[src/inc/arc_pkg.sv]
// Package: constants for the converter control block
package arc_pkg;
	// Clock and oscillator
	localparam int unsigned CLK_HZ = 100_000_000;
	localparam int unsigned OSC_HZ = 1_000_000;
	localparam int unsigned OSC_DIV = CLK_HZ / OSC_HZ;
	localparam int unsigned TICKS_PER_US = OSC_HZ / 1_000_000;
	// Power-up time and ready pulse, in microseconds and in oscillator ticks
	localparam int unsigned PWRUP_US = 25;
	localparam int unsigned READY_US = 8;
	localparam int unsigned PWRUP_TICKS = PWRUP_US * TICKS_PER_US;
	localparam int unsigned READY_TICKS = READY_US * TICKS_PER_US;
	localparam int TW = 13;
	// Data rates and conversion lengths
	localparam int unsigned RATE_SPS [8] = '{128, 250, 490, 920, 1600, 2400, 3300, 3300};
	localparam logic [12:0] RATE_TICKS [8] = '{
		13'(OSC_HZ / RATE_SPS[0]), 13'(OSC_HZ / RATE_SPS[1]),
		13'(OSC_HZ / RATE_SPS[2]), 13'(OSC_HZ / RATE_SPS[3]),
		13'(OSC_HZ / RATE_SPS[4]), 13'(OSC_HZ / RATE_SPS[5]),
		13'(OSC_HZ / RATE_SPS[6]), 13'(OSC_HZ / RATE_SPS[7])};
	// Full-scale spans in mV and code step in uV (span doubled over 2^12 codes)
	localparam int unsigned FSR_MV [8] = '{6144, 4096, 2048, 1024, 512, 256, 256, 256};
	localparam int unsigned UV_PER_SPAN_MV = 2000;
	localparam int unsigned CODE_LEVELS = 4096;
	localparam logic [2:0] FIXED_GAIN = 3'h2;
	// Register offsets
	localparam logic [4:0] OFF_DATA = 5'h00;
	localparam logic [4:0] OFF_CONFIG = 5'h04;
	localparam logic [4:0] OFF_LOWER = 5'h08;
	localparam logic [4:0] OFF_UPPER = 5'h0C;
	localparam logic [4:0] OFF_STATUS = 5'h10;
	// Configuration fields
	localparam int CF_START = 15;
	localparam int CF_GAIN = 9;
	localparam int CF_MODE = 8;
	localparam int CF_RATE = 5;
	localparam int CF_WIN = 4;
	localparam int CF_POL = 3;
	localparam int CF_LATCH = 2;
	localparam int CF_QUE = 0;
	// Reset values
	localparam logic [15:0] CFG_RST = 16'h0583;
	localparam logic [15:0] LOWER_RST = 16'h8000;
	localparam logic [15:0] UPPER_RST = 16'h7FFF;
	// Assertion queue codes and counts
	localparam logic [1:0] Q_ONE = 2'h0;
	localparam logic [1:0] Q_TWO = 2'h1;
	localparam logic [1:0] Q_OFF = 2'h3;
	localparam logic [2:0] N_ONE = 3'h1;
	localparam logic [2:0] N_TWO = 3'h2;
	localparam logic [2:0] N_FOUR = 3'h4;
	// Two-wire bus bytes
	localparam logic [7:0] ARA_RD_BYTE = 8'h19;
	localparam logic [7:0] GC_ADDR_BYTE = 8'h00;
	localparam logic [7:0] GC_RESET_BYTE = 8'h06;
endpackage : arc_pkg

[src/inc/arc_conv_if.sv]
// Interface: link between control logic and conversion timer
`timescale 1ns/1ps
interface arc_conv_if;
	logic tick;
	logic clr;
	logic go;
	logic cont_en;
	logic [arc_pkg::TW-1:0] period;
	logic conv_start;
	logic conv_done;
	logic busy;
	modport tmr (input tick, input clr, input go, input cont_en, input period,
		output conv_start, output conv_done, output busy);
	modport ctl (output tick, output clr, output go, output cont_en, output period,
		input conv_start, input conv_done, input busy);
endinterface : arc_conv_if

[src/design/arc_conv_timer.sv]
// Conversion timer: power-up delay and conversion length in oscillator ticks
`timescale 1ns/1ps
module arc_conv_timer (
	input wire logic ref_clk_i,
	input wire logic rst_b_i,
	arc_conv_if.tmr bus
);
	typedef enum logic [1:0] {TM_IDLE, TM_PWRUP, TM_CONV} arc_tm_t;
	arc_tm_t st_reg;
	logic [arc_pkg::TW-1:0] cnt_reg;

	// A start request while busy is simply not seen
	assign bus.busy = (st_reg != TM_IDLE);

	// Sequencer; the length is loaded at each start, so a later write waits
	always_ff @(posedge ref_clk_i or negedge rst_b_i) begin
		if (!rst_b_i) begin
			st_reg <= TM_IDLE;
			cnt_reg <= '0;
			bus.conv_start <= 1'b0;
			bus.conv_done <= 1'b0;
		end else begin
			bus.conv_start <= 1'b0;
			bus.conv_done <= 1'b0;
			if (bus.clr) begin
				st_reg <= TM_IDLE;
			end else begin
				unique case (st_reg)
					TM_IDLE: begin
						if (bus.go || bus.cont_en) begin
							st_reg <= TM_PWRUP;
							cnt_reg <= arc_pkg::TW'(arc_pkg::PWRUP_TICKS - 1);
						end
					end
					TM_PWRUP: begin
						if (bus.tick) begin
							if (cnt_reg == '0) begin
								st_reg <= TM_CONV;
								cnt_reg <= bus.period - 1'b1;
								bus.conv_start <= 1'b1;
							end else begin
								cnt_reg <= cnt_reg - 1'b1;
							end
						end
					end
					TM_CONV: begin
						if (bus.tick) begin
							if (cnt_reg == '0) begin
								bus.conv_done <= 1'b1;
								if (bus.cont_en) begin
									cnt_reg <= bus.period - 1'b1;
									bus.conv_start <= 1'b1;
								end else begin
									st_reg <= TM_IDLE;
								end
							end else begin
								cnt_reg <= cnt_reg - 1'b1;
							end
						end
					end
				endcase
			end
		end
	end
endmodule : arc_conv_timer

[src/design/arc_ctrl_top.sv]
// Converter control: range, rate timing, comparator, alert pin and alert response
//
// Decided for this implementation: the plain strobed port and the placing of the registers.
`timescale 1ns/1ps
// Summary of operation
// - Gain field picks one of six spans; no-gain build stays at 2.048 V
// - Code step follows span: 3, 2, 1, 0.5, 0.25, 0.125 mV
// - All timing comes from a 1 MHz oscillator tick
// - Rate field selects 128 to 3300 samples per second
// - One conversion lasts the reciprocal of the data rate
// - Traditional: assert above upper limit, release only below lower limit
// - Window: assert when above upper or below lower limit
// - Window bit picks traditional or window comparison
// - Latch bit keeps the alert asserted after it is raised
// - Latched alert clears on data read or alert-response win; may reassert
// - Polarity bit picks active high or low; low is default
// - Queue needs 1, 2 or 4 violations; 11b disables and releases pin
// - Upper MSB 1, lower MSB 0, queue enabled: pin shows ready
// - Continuous ready mode gives an 8 us pulse per conversion
// - Single-shot ready mode asserts the pin at conversion end
// - Alert response read 0x19 is answered with own address when latched
// - Lowest address wins arbitration; only the winner clears its alert
// - Window mode status bit is 1 for upper, 0 for lower violation
// - After reset, defaults load and the converter stays powered down
// - General-call reset byte 06h resets as at power-up, except the range outputs and the upper/lower flag, which hold
// - Mode bit selects continuous or single-shot conversion
// - Start flag powers up in 25 us, runs one conversion; ignored busy
// - New settings apply from the next conversion in continuous mode
module arc_ctrl_top #(
	parameter bit HAS_GAIN = 1'b1,
	parameter int unsigned OSC_DIV = arc_pkg::OSC_DIV
) (
	input wire logic ref_clk_i,
	input wire logic rst_b_i,
	input wire logic [4:0] reg_addr_i,
	input wire logic [15:0] reg_wdata_i,
	input wire logic reg_wr_i,
	input wire logic reg_rd_i,
	output logic [15:0] reg_rdata_o,
	input wire logic scl_i,
	input wire logic sda_i,
	output logic sda_o,
	output logic sda_oe_b_o,
	input wire logic [6:0] dev_addr_i,
	input wire logic [11:0] conv_code_i,
	output logic [2:0] gain_range_sel_o,
	output logic [12:0] full_scale_span_o,
	output logic [11:0] lsb_step_uv_o,
	output logic conv_active_o,
	output logic alert_o,
	output logic alert_oe_b_o
);
	localparam int DW = $clog2(OSC_DIV + 1);
	typedef enum logic [2:0] {
		SN_IDLE, SN_ADDR, SN_ACK_GC, SN_GCDATA, SN_ACK_RST, SN_ACK_ARA, SN_TX, SN_SKIP
	} arc_sn_t;

	arc_conv_if cif ();
	logic [DW-1:0] div_reg;
	logic [15:0] cfg_reg;
	logic [15:0] upper_limit_reg;
	logic [15:0] lower_limit_reg;
	logic [15:0] data_reg;
	logic gc_rst_reg;
	logic ara_win_reg;
	logic cmp_act_reg;
	logic cmp_hi_reg;
	logic [2:0] vio_reg;
	logic [3:0] rdy_cnt_reg;
	logic rdy_hold_reg;
	logic alert_low_reg;
	logic scl_s1, scl_s2, scl_d;
	logic sda_s1, sda_s2, sda_d;
	logic [6:0] addr_s1, addr_s2;
	arc_sn_t sn_reg;
	logic [2:0] bit_reg;
	logic [7:0] sh_reg;
	logic drv_reg;

	// Oscillator tick: the block clock divided down to the converter rate
	always_ff @(posedge ref_clk_i or negedge rst_b_i) begin
		if (!rst_b_i) begin
			div_reg <= '0;
		end else if (div_reg == DW'(OSC_DIV - 1)) begin
			div_reg <= '0;
		end else begin
			div_reg <= div_reg + 1'b1;
		end
	end
	assign cif.tick = (div_reg == DW'(OSC_DIV - 1));

	// Register decode
	logic wr_cfg, rd_data;
	assign wr_cfg = reg_wr_i && (reg_addr_i == arc_pkg::OFF_CONFIG);
	assign rd_data = reg_rd_i && (reg_addr_i == arc_pkg::OFF_DATA);

	// Configuration fields
	logic [1:0] que;
	logic win, pol, latch, que_off, rdy_mode;
	logic [2:0] eff_gain;
	assign que = cfg_reg[arc_pkg::CF_QUE +: 2];
	assign win = cfg_reg[arc_pkg::CF_WIN];
	assign pol = cfg_reg[arc_pkg::CF_POL];
	assign latch = cfg_reg[arc_pkg::CF_LATCH];
	assign que_off = (que == arc_pkg::Q_OFF);
	assign eff_gain = HAS_GAIN ? cfg_reg[arc_pkg::CF_GAIN +: 3] : arc_pkg::FIXED_GAIN;
	assign rdy_mode = upper_limit_reg[15] && !lower_limit_reg[15] && !que_off;

	// Timer control; the start flag itself is never stored
	assign cif.clr = gc_rst_reg;
	assign cif.go = wr_cfg && reg_wdata_i[arc_pkg::CF_START]
		&& reg_wdata_i[arc_pkg::CF_MODE];
	assign cif.cont_en = !cfg_reg[arc_pkg::CF_MODE];
	assign cif.period = arc_pkg::RATE_TICKS[cfg_reg[arc_pkg::CF_RATE +: 3]];
	assign conv_active_o = cif.busy;

	arc_conv_timer u_timer (
		.ref_clk_i(ref_clk_i),
		.rst_b_i(rst_b_i),
		.bus(cif.tmr)
	);

	// Software registers; general-call reset restores the power-up values
	always_ff @(posedge ref_clk_i or negedge rst_b_i) begin
		if (!rst_b_i) begin
			cfg_reg <= arc_pkg::CFG_RST;
			upper_limit_reg <= arc_pkg::UPPER_RST;
			lower_limit_reg <= arc_pkg::LOWER_RST;
		end else if (gc_rst_reg) begin
			cfg_reg <= arc_pkg::CFG_RST;
			upper_limit_reg <= arc_pkg::UPPER_RST;
			lower_limit_reg <= arc_pkg::LOWER_RST;
		end else if (reg_wr_i) begin
			if (wr_cfg) begin
				cfg_reg <= {1'b0, reg_wdata_i[14:0]};
			end
			if (reg_addr_i == arc_pkg::OFF_UPPER) begin
				upper_limit_reg <= reg_wdata_i;
			end
			if (reg_addr_i == arc_pkg::OFF_LOWER) begin
				lower_limit_reg <= reg_wdata_i;
			end
		end
	end

	// Result capture, left-justified so limits compare as signed words
	always_ff @(posedge ref_clk_i or negedge rst_b_i) begin
		if (!rst_b_i) begin
			data_reg <= '0;
		end else if (gc_rst_reg) begin
			data_reg <= '0;
		end else if (cif.conv_done) begin
			data_reg <= {conv_code_i, 4'h0};
		end
	end

	// Range outputs change only as a conversion starts
	always_ff @(posedge ref_clk_i or negedge rst_b_i) begin
		if (!rst_b_i) begin
			gain_range_sel_o <= arc_pkg::FIXED_GAIN;
			full_scale_span_o <= 13'(arc_pkg::FSR_MV[arc_pkg::FIXED_GAIN]);
			lsb_step_uv_o <= 12'(arc_pkg::FSR_MV[arc_pkg::FIXED_GAIN]
				* arc_pkg::UV_PER_SPAN_MV / arc_pkg::CODE_LEVELS);
		end else if (cif.conv_start) begin
			gain_range_sel_o <= eff_gain;
			full_scale_span_o <= 13'(arc_pkg::FSR_MV[eff_gain]);
			lsb_step_uv_o <= 12'(arc_pkg::FSR_MV[eff_gain]
				* arc_pkg::UV_PER_SPAN_MV / arc_pkg::CODE_LEVELS);
		end
	end

	// Comparator terms on the result being captured this cycle
	logic [15:0] new_res;
	logic above, below, viol, hit, clr_latch;
	logic [2:0] need, vio_inc;
	assign new_res = {conv_code_i, 4'h0};
	assign above = $signed(new_res) > $signed(upper_limit_reg);
	assign below = $signed(new_res) < $signed(lower_limit_reg);
	assign viol = win ? (above || below) : above;
	assign vio_inc = (vio_reg == arc_pkg::N_FOUR) ? vio_reg : vio_reg + 3'h1;
	assign hit = viol && (vio_inc >= need);
	assign clr_latch = rd_data || ara_win_reg;

	// Violations needed before the pin asserts
	always_comb begin
		if (que == arc_pkg::Q_ONE) begin
			need = arc_pkg::N_ONE;
		end else if (que == arc_pkg::Q_TWO) begin
			need = arc_pkg::N_TWO;
		end else begin
			need = arc_pkg::N_FOUR;
		end
	end

	// Comparator state; a violation that completes the queue beats a clear in the same cycle
	always_ff @(posedge ref_clk_i or negedge rst_b_i) begin
		if (!rst_b_i) begin
			vio_reg <= '0;
			cmp_act_reg <= 1'b0;
			cmp_hi_reg <= 1'b0;
		end else if (gc_rst_reg || que_off || rdy_mode) begin
			vio_reg <= '0;
			cmp_act_reg <= 1'b0;
		end else if (cif.conv_done) begin
			vio_reg <= viol ? vio_inc : 3'h0;
			if (hit) begin
				cmp_act_reg <= 1'b1;
				cmp_hi_reg <= above;
			end else if (!latch && (win ? !viol : below)) begin
				cmp_act_reg <= 1'b0;
			end else if (latch && clr_latch) begin
				cmp_act_reg <= 1'b0;
			end
		end else if (latch && clr_latch) begin
			cmp_act_reg <= 1'b0;
		end
	end

	// Conversion-ready: timed pulse when continuous, held level when single
	always_ff @(posedge ref_clk_i or negedge rst_b_i) begin
		if (!rst_b_i) begin
			rdy_cnt_reg <= '0;
			rdy_hold_reg <= 1'b0;
		end else if (gc_rst_reg) begin
			rdy_cnt_reg <= '0;
			rdy_hold_reg <= 1'b0;
		end else begin
			if (cif.conv_done && cif.cont_en) begin
				rdy_cnt_reg <= 4'(arc_pkg::READY_TICKS);
			end else if (cif.tick && rdy_cnt_reg != 4'h0) begin
				rdy_cnt_reg <= rdy_cnt_reg - 4'h1;
			end
			if (cif.conv_done && !cif.cont_en) begin
				rdy_hold_reg <= 1'b1;
			end else if (cif.conv_start || rd_data) begin
				rdy_hold_reg <= 1'b0;
			end
		end
	end

	// Alert pin, registered; active-high assertion means letting go of the line
	logic asrt;
	assign asrt = rdy_mode ? (rdy_cnt_reg != 4'h0 || rdy_hold_reg) : cmp_act_reg;
	always_ff @(posedge ref_clk_i or negedge rst_b_i) begin
		if (!rst_b_i) begin
			alert_low_reg <= 1'b0;
		end else begin
			alert_low_reg <= !que_off && (asrt ^ pol);
		end
	end
	assign alert_o = 1'b0;
	assign alert_oe_b_o = !alert_low_reg;

	// Bus pins and address strap pass two flip-flops first
	always_ff @(posedge ref_clk_i or negedge rst_b_i) begin
		if (!rst_b_i) begin
			scl_s1 <= 1'b1;
			scl_s2 <= 1'b1;
			scl_d <= 1'b1;
			sda_s1 <= 1'b1;
			sda_s2 <= 1'b1;
			sda_d <= 1'b1;
			addr_s1 <= '0;
			addr_s2 <= '0;
		end else begin
			scl_s1 <= scl_i;
			scl_s2 <= scl_s1;
			scl_d <= scl_s2;
			sda_s1 <= sda_i;
			sda_s2 <= sda_s1;
			sda_d <= sda_s2;
			addr_s1 <= dev_addr_i;
			addr_s2 <= addr_s1;
		end
	end

	logic scl_rise, scl_fall, bus_start, bus_stop, ara_armed;
	logic [7:0] sh_next;
	assign scl_rise = scl_s2 && !scl_d;
	assign scl_fall = !scl_s2 && scl_d;
	assign bus_start = scl_s2 && scl_d && sda_d && !sda_s2;
	assign bus_stop = scl_s2 && scl_d && !sda_d && sda_s2;
	assign sh_next = {sh_reg[6:0], sda_s2};
	assign ara_armed = latch && cmp_act_reg && !rdy_mode && !que_off;

	// Bus listener: general-call reset and alert response only
	always_ff @(posedge ref_clk_i or negedge rst_b_i) begin
		if (!rst_b_i) begin
			sn_reg <= SN_IDLE;
			bit_reg <= '0;
			sh_reg <= '0;
			drv_reg <= 1'b0;
			gc_rst_reg <= 1'b0;
			ara_win_reg <= 1'b0;
		end else begin
			gc_rst_reg <= 1'b0;
			ara_win_reg <= 1'b0;
			if (bus_stop) begin
				sn_reg <= SN_IDLE;
				drv_reg <= 1'b0;
			end else if (bus_start) begin
				sn_reg <= SN_ADDR;
				bit_reg <= '0;
				drv_reg <= 1'b0;
			end else begin
				unique case (sn_reg)
					SN_IDLE: begin
					end
					SN_ADDR, SN_GCDATA: begin
						if (scl_rise) begin
							sh_reg <= sh_next;
							bit_reg <= bit_reg + 3'h1;
							if (bit_reg == 3'h7) begin
								if (sn_reg == SN_GCDATA) begin
									sn_reg <= (sh_next == arc_pkg::GC_RESET_BYTE)
										? SN_ACK_RST : SN_SKIP;
								end else if (sh_next == arc_pkg::GC_ADDR_BYTE) begin
									sn_reg <= SN_ACK_GC;
								end else if (sh_next == arc_pkg::ARA_RD_BYTE && ara_armed) begin
									sn_reg <= SN_ACK_ARA;
								end else begin
									sn_reg <= SN_SKIP;
								end
							end
						end
					end
					SN_ACK_GC, SN_ACK_RST, SN_ACK_ARA: begin
						// First fall pulls SDA low for the ninth bit, second fall ends it
						if (scl_fall) begin
							if (!drv_reg) begin
								drv_reg <= 1'b1;
							end else if (sn_reg == SN_ACK_GC) begin
								drv_reg <= 1'b0;
								bit_reg <= '0;
								sn_reg <= SN_GCDATA;
							end else if (sn_reg == SN_ACK_RST) begin
								drv_reg <= 1'b0;
								gc_rst_reg <= 1'b1;
								sn_reg <= SN_SKIP;
							end else begin
								sh_reg <= {addr_s2, cmp_hi_reg};
								drv_reg <= !addr_s2[6];
								bit_reg <= '0;
								sn_reg <= SN_TX;
							end
						end
					end
					SN_TX: begin
						if (scl_rise) begin
							if (!drv_reg && !sda_s2) begin
								sn_reg <= SN_SKIP;
							end else if (bit_reg == 3'h7) begin
								ara_win_reg <= 1'b1;
								sn_reg <= SN_SKIP;
							end else begin
								bit_reg <= bit_reg + 3'h1;
							end
						end else if (scl_fall) begin
							drv_reg <= !sh_reg[6];
							sh_reg <= {sh_reg[6:0], 1'b0};
						end
					end
					SN_SKIP: begin
						if (scl_fall) begin
							drv_reg <= 1'b0;
						end
					end
				endcase
			end
		end
	end
	assign sda_o = 1'b0;
	assign sda_oe_b_o = !drv_reg;

	// Read data stand for the one cycle after the strobe
	always_ff @(posedge ref_clk_i or negedge rst_b_i) begin
		if (!rst_b_i) begin
			reg_rdata_o <= '0;
		end else if (reg_rd_i) begin
			case (reg_addr_i)
				arc_pkg::OFF_DATA: reg_rdata_o <= data_reg;
				arc_pkg::OFF_CONFIG: reg_rdata_o <= {!cif.busy, cfg_reg[14:0]};
				arc_pkg::OFF_LOWER: reg_rdata_o <= lower_limit_reg;
				arc_pkg::OFF_UPPER: reg_rdata_o <= upper_limit_reg;
				arc_pkg::OFF_STATUS: reg_rdata_o <= {12'h000, rdy_mode, cmp_hi_reg,
					cmp_act_reg, cif.busy};
				default: reg_rdata_o <= '0;
			endcase
		end else begin
			reg_rdata_o <= '0;
		end
	end
endmodule : arc_ctrl_top

[config.mk]
export PLATFORM = sky130hd
export DESIGN_NAME = arc_ctrl_top
export DESIGN_NICKNAME = d
export VERILOG_FILES = /design/src/inc/arc_pkg.sv /design/src/inc/arc_conv_if.sv /design/src/design/arc_conv_timer.sv /design/src/design/arc_ctrl_top.sv
export SDC_FILE = /design/constraint.sdc
export NUM_CORES = 1
export LEC_CHECK = 0
export ABC_AREA = 1
export BUFFER_PORTS_ARGS = -buffer_cell sky130_fd_sc_hd__buf_2
export CAP_MARGIN = 0
export CORE_ASPECT_RATIO = 1.25
export CORE_MARGIN = 2
export CORE_UTILIZATION = 30
export CTS_CLUSTER_SIZE = 12
export DETAILED_ROUTE_END_ITERATION = 6
export SKIP_LAST_GASP = 1
export SLEW_MARGIN = 40
export SYNTH_ARGS = -nofsm -noshare
export SYNTH_HDL_FRONTEND = slang
export SYNTH_SLANG_ARGS = --single-unit
export TNS_END_PERCENT = 50
[constraint.sdc]
create_clock -name ref_clk_i -period 5 [get_ports ref_clk_i]
set_input_delay 0.5 -clock ref_clk_i [delete_from_list [all_inputs] [get_ports ref_clk_i]]
set_output_delay 0.5 -clock ref_clk_i [all_outputs]
set_load 0.02 [all_outputs]
==> Flow_metrics.wiki <==
{| class="wikitable"
! Metric !! Value
|-
| Setup Total Neg Slack || 0 ns
|-
| Iteration count of the initial detailed-routing pass || 5
|-
| Post-Synth XOR/XNOR Area || under 10%
|-
| Total core area || ~32,000 µm²
|-
| Via total after detailed routing || 7,945
|-
| Maximum number of pins on one net before global-route repair || 75
|-
| Final standard cell area without fillers || 11,000 µm²
|-
| Biggest fanout along the worst timing path || 6
|-
| Max_slew headroom || 45.8%
|-
| Number of distinct standard cells referenced by the synthesized netlist || between 50 and 60
|-
| Clock sink total || between 150 and 200
|-
| Synth Area in Compound Gates || a little under an eighth
|-
| Clock root cell || clkbuf_16
|-
| Initial cell density of the core || 30.3%
|-
| Routed via count divided by cell count || between 4 and 5
|-
| Share of the yosys chip area belonging to registers || 43.2%
|-
| Category of the most critical setup path || reg -> reg
|-
| Share of cell area taken by muxes after synthesis || 0%
|-
| Final wirelength || approximately 25,000 µm
|-
| Worst setup path endpoint || lsb_step_uv_o[11]
|-
| Count of final setup violators || 0
|-
| Number of synthesis warnings || 0
|-
| Critical path required time || 5.34 ns
|-
| # port buffers || 84
|-
| Leak Pwr || 5.50 nW
|-
| Number of buffers inserted by post-CTS setup repair || 0
|-
| Final Slew Violations || 0
|-
| Worst slew pin tran || around 0.81 ns
|-
| Maximum level of the CTS H-tree || 4
|-
| Kind of start point of the critical path || flip-flop
|-
| Die Outline Area || 33,500 µm²
|-
| Yosys top cell area share || approximately a third
|-
| Routing usage on met3 || 2.74%
|-
| Die outline width || ~160 µm
|-
| Routed length per placed instance || 15.0 µm
|-
| Type of element capturing the critical path || flip-flop
|-
| Mean cell area of the mapped netlist || 8.29 µm²
|-
| Initial DRC count || around 390
|-
| Area share of and/or/nand/nor cells after synthesis || between 20% and 30%
|-
| Fill cell count || 3,307
|-
| Proportion of layout cells with a drive suffix above 1 || 17.5%
|-
| Remaining routing DRC violations || 0
|-
| Clk_skew || 0.0121 ns
|-
| Status || completed
|-
| Most frequent cells after synthesis || 263 x nand2_1, 153 x inv_1, 129 x dfrtp_1, 101 x o21ai_0, 90 x nor2_1
|-
| Number of buffers added by the clock tree synthesis step || 17
|-
| Maximum root-to-sink buffer count || 2
|-
| Crit share post-route || 84.1%
|-
| Number of nets with antenna violations after detailed routing || 0
|-
| End of the worst register-to-register path || lsb_step_uv_o[11]
|-
| Dpl hpwl || 18,200 µm
|-
| Most utilized layer in the global route result || met2
|-
| Setup slack on the worst flop-to-flop path || 0.79 ns
|-
| Proportion of synthesized flip-flops having asynchronous set or reset || 100%
|-
| Critical path origin || cfg_reg[10]
|-
| Yosys reg bits || 164
|-
| Time the final worst path needs with I/O delays and setup || 4.21 ns
|-
| Post-synth design cell area || 9600 µm²
|-
| Register-to-Register Path Depth || 17
|-
| Diodes inserted || 0
|-
| Hold Crit Class || in -> async
|-
| Power per cell area || ~590 nW/µm²
|-
| Met1 global-route usage || 19.8%
|-
| Cell types with the largest area share after synthesis || dfrtp_1 34%, nand2_1 10%, dfstp_2 9.6%
|-
| Clock input transition at the sequential cells of the worst setup and hold paths || 0.07 ns
|-
| Syn Inst Count || 1,159
|-
| Clock insertion delay at the later pin of the skew report || 0.44 ns
|-
| Max rail drop VDD || 379 µV
|-
| Overall overflow remaining after global route || 0
|-
| Count of pins on the block boundary || 95
|-
| Layout area overhead || 14.5%
|-
| Dominant register cell in the synthesized netlist || dfrtp_1
|-
| Standard-cell row count || 73
|-
| F_max || 238 MHz
|-
| RePlAce Congestion || 0.855
|-
| Vertical die dimension || 204 µm
|-
| Number of synthesized flops with an enable pin || 0
|-
| Cts repair resizes || 0
|-
| Post-Synth Adder-Cell Area || 11.0%
|-
| Library cell occupying the most area in the post-synthesis netlist || dfrtp_1
|-
| Initial antenna violation count || 0
|-
| Most repeated cell in the gate-level netlist after synthesis || nand2_1
|-
| Number of buffers added to fix hold violations after cts || 0
|-
| Data arrival time of the critical path || approximately 4.5 ns
|-
| Setup repair after global routing missed its margin || no
|-
| GR Util met2 || roughly a quarter
|-
| Hold Violations, Final || 0
|-
| Cell area after placement || 10,400 µm²
|-
| CTS tree || yes
|-
| Via count of the first global-routing pass || 7,959
|-
| Net count reported at finish || 1,367
|-
| Max capacitance violation total || 0
|-
| Wire length of the first global-routing pass || ~41,000 µm
|-
| Total GRT Usage || between 15 and 20%
|-
| Main combinational cell family by area after synthesis || simple AND/OR/NAND/NOR gates
|-
| Launch instance of the worst register-to-register path || cfg_reg[10]
|}
logic make-up (layout without fill, tap and decap cells):
group / Yosys count / count (layout)
buffers and inverters: 205 / 288
AOI/OAI and AO/OA: 190 / 190
xor gates and xnor gates: 12 / 12
and+or+nand+nor: 506 / 506
other: 2 / 14
DFF: 164 / 164
adders and majority gates: 80 / 80
worst min path at each step:
stage	start	endpoint	slack [ns]
5_1_grt	rst_b_i	full_scale_span_o[12]	0.13
2_1_floorplan	rst_b_i	addr_s1[0]	0.20
6_report	rst_b_i	full_scale_span_o[12]	0.09
4_1_cts	rst_b_i	full_scale_span_o[12]	0.11
3_3_place_gp	addr_s1[5]	addr_s2[5]	0.33
3_5_place_dp	addr_s1[5]	addr_s2[5]	0.34
per-layer routing:
metal	part of all wire, %	vias up
met5	0	-
met4	1.6	0
met3	4.5	29
met2	49	214
met1	45	3789
li1	-	3913
layout make-up:
cell class                 count  area (µm²)  share of cell area [%]
sequential                   164        4150                    37.7
multi-input combinational    802        4660                    42.4
inverter                     165         619                    5.63
clock inverter                13         138                    1.25
tap                          412         515                    4.69
clock buffer                  19         433                    3.94
timing repair buffer          91         479                    4.36
where the power goes:
part | switching [mW] | total (mW) | internal, mW
registers | 0.226 | 1.94 | 1.71
clock network | 0.611 | 1.32 | 0.706
logic | 2.01 | 3.23 | 1.22
total | 2.85 | 6.49 | 3.64
cell usage in the layout, fill, tap and decap left out, drive strengths merged, types with 4 or more instances in the layout:
cell type    n
nand2      279
inv        170
dfrtp      129
o21ai      110
nor2       105
buf         91
nand3       81
ha          73
dfstp       35
a21oi       32
clkbuf      19
o22ai       18
a221oi      15
nor3        15
conb        14
nand4       14
xor2         7
fa           7
clkinv       6
or2          5
xnor2        5
o211ai       4
critical path, cell delays in order, from the launching register on:
cell,delay [ns]
dfstp_2,0.55
inv_1,0.07
nor2_1,0.19
inv_1,0.09
nor2_1,0.49
ha_1,0.34
inv_1,0.07
fa_1,0.40
inv_1,0.09
fa_1,0.42
ha_1,0.30
ha_1,0.34
a21oi_1,0.18
nand2_1,0.11
nand4_1,0.08
nand3_1,0.09
xor2_1,0.14
o21ai_0,0.14
metrics by stage:
stage	worst slack [ns]	total power, mW	util (%)	cells	hold slack, ns
after global placement	0.892	5.11	32.9	1634	0.332
after global routing	0.498	7.17	34.7	1666	0.128
after floorplan	1.30	4.48	-	1171	0.204
final	0.794	6.49	34.7	1666	0.0924
after CTS	0.762	6.53	34.7	1666	0.107
after detailed placement	0.786	5.18	32.9	1634	0.337
No activity file was read; power rests on OpenSTA's default activity.
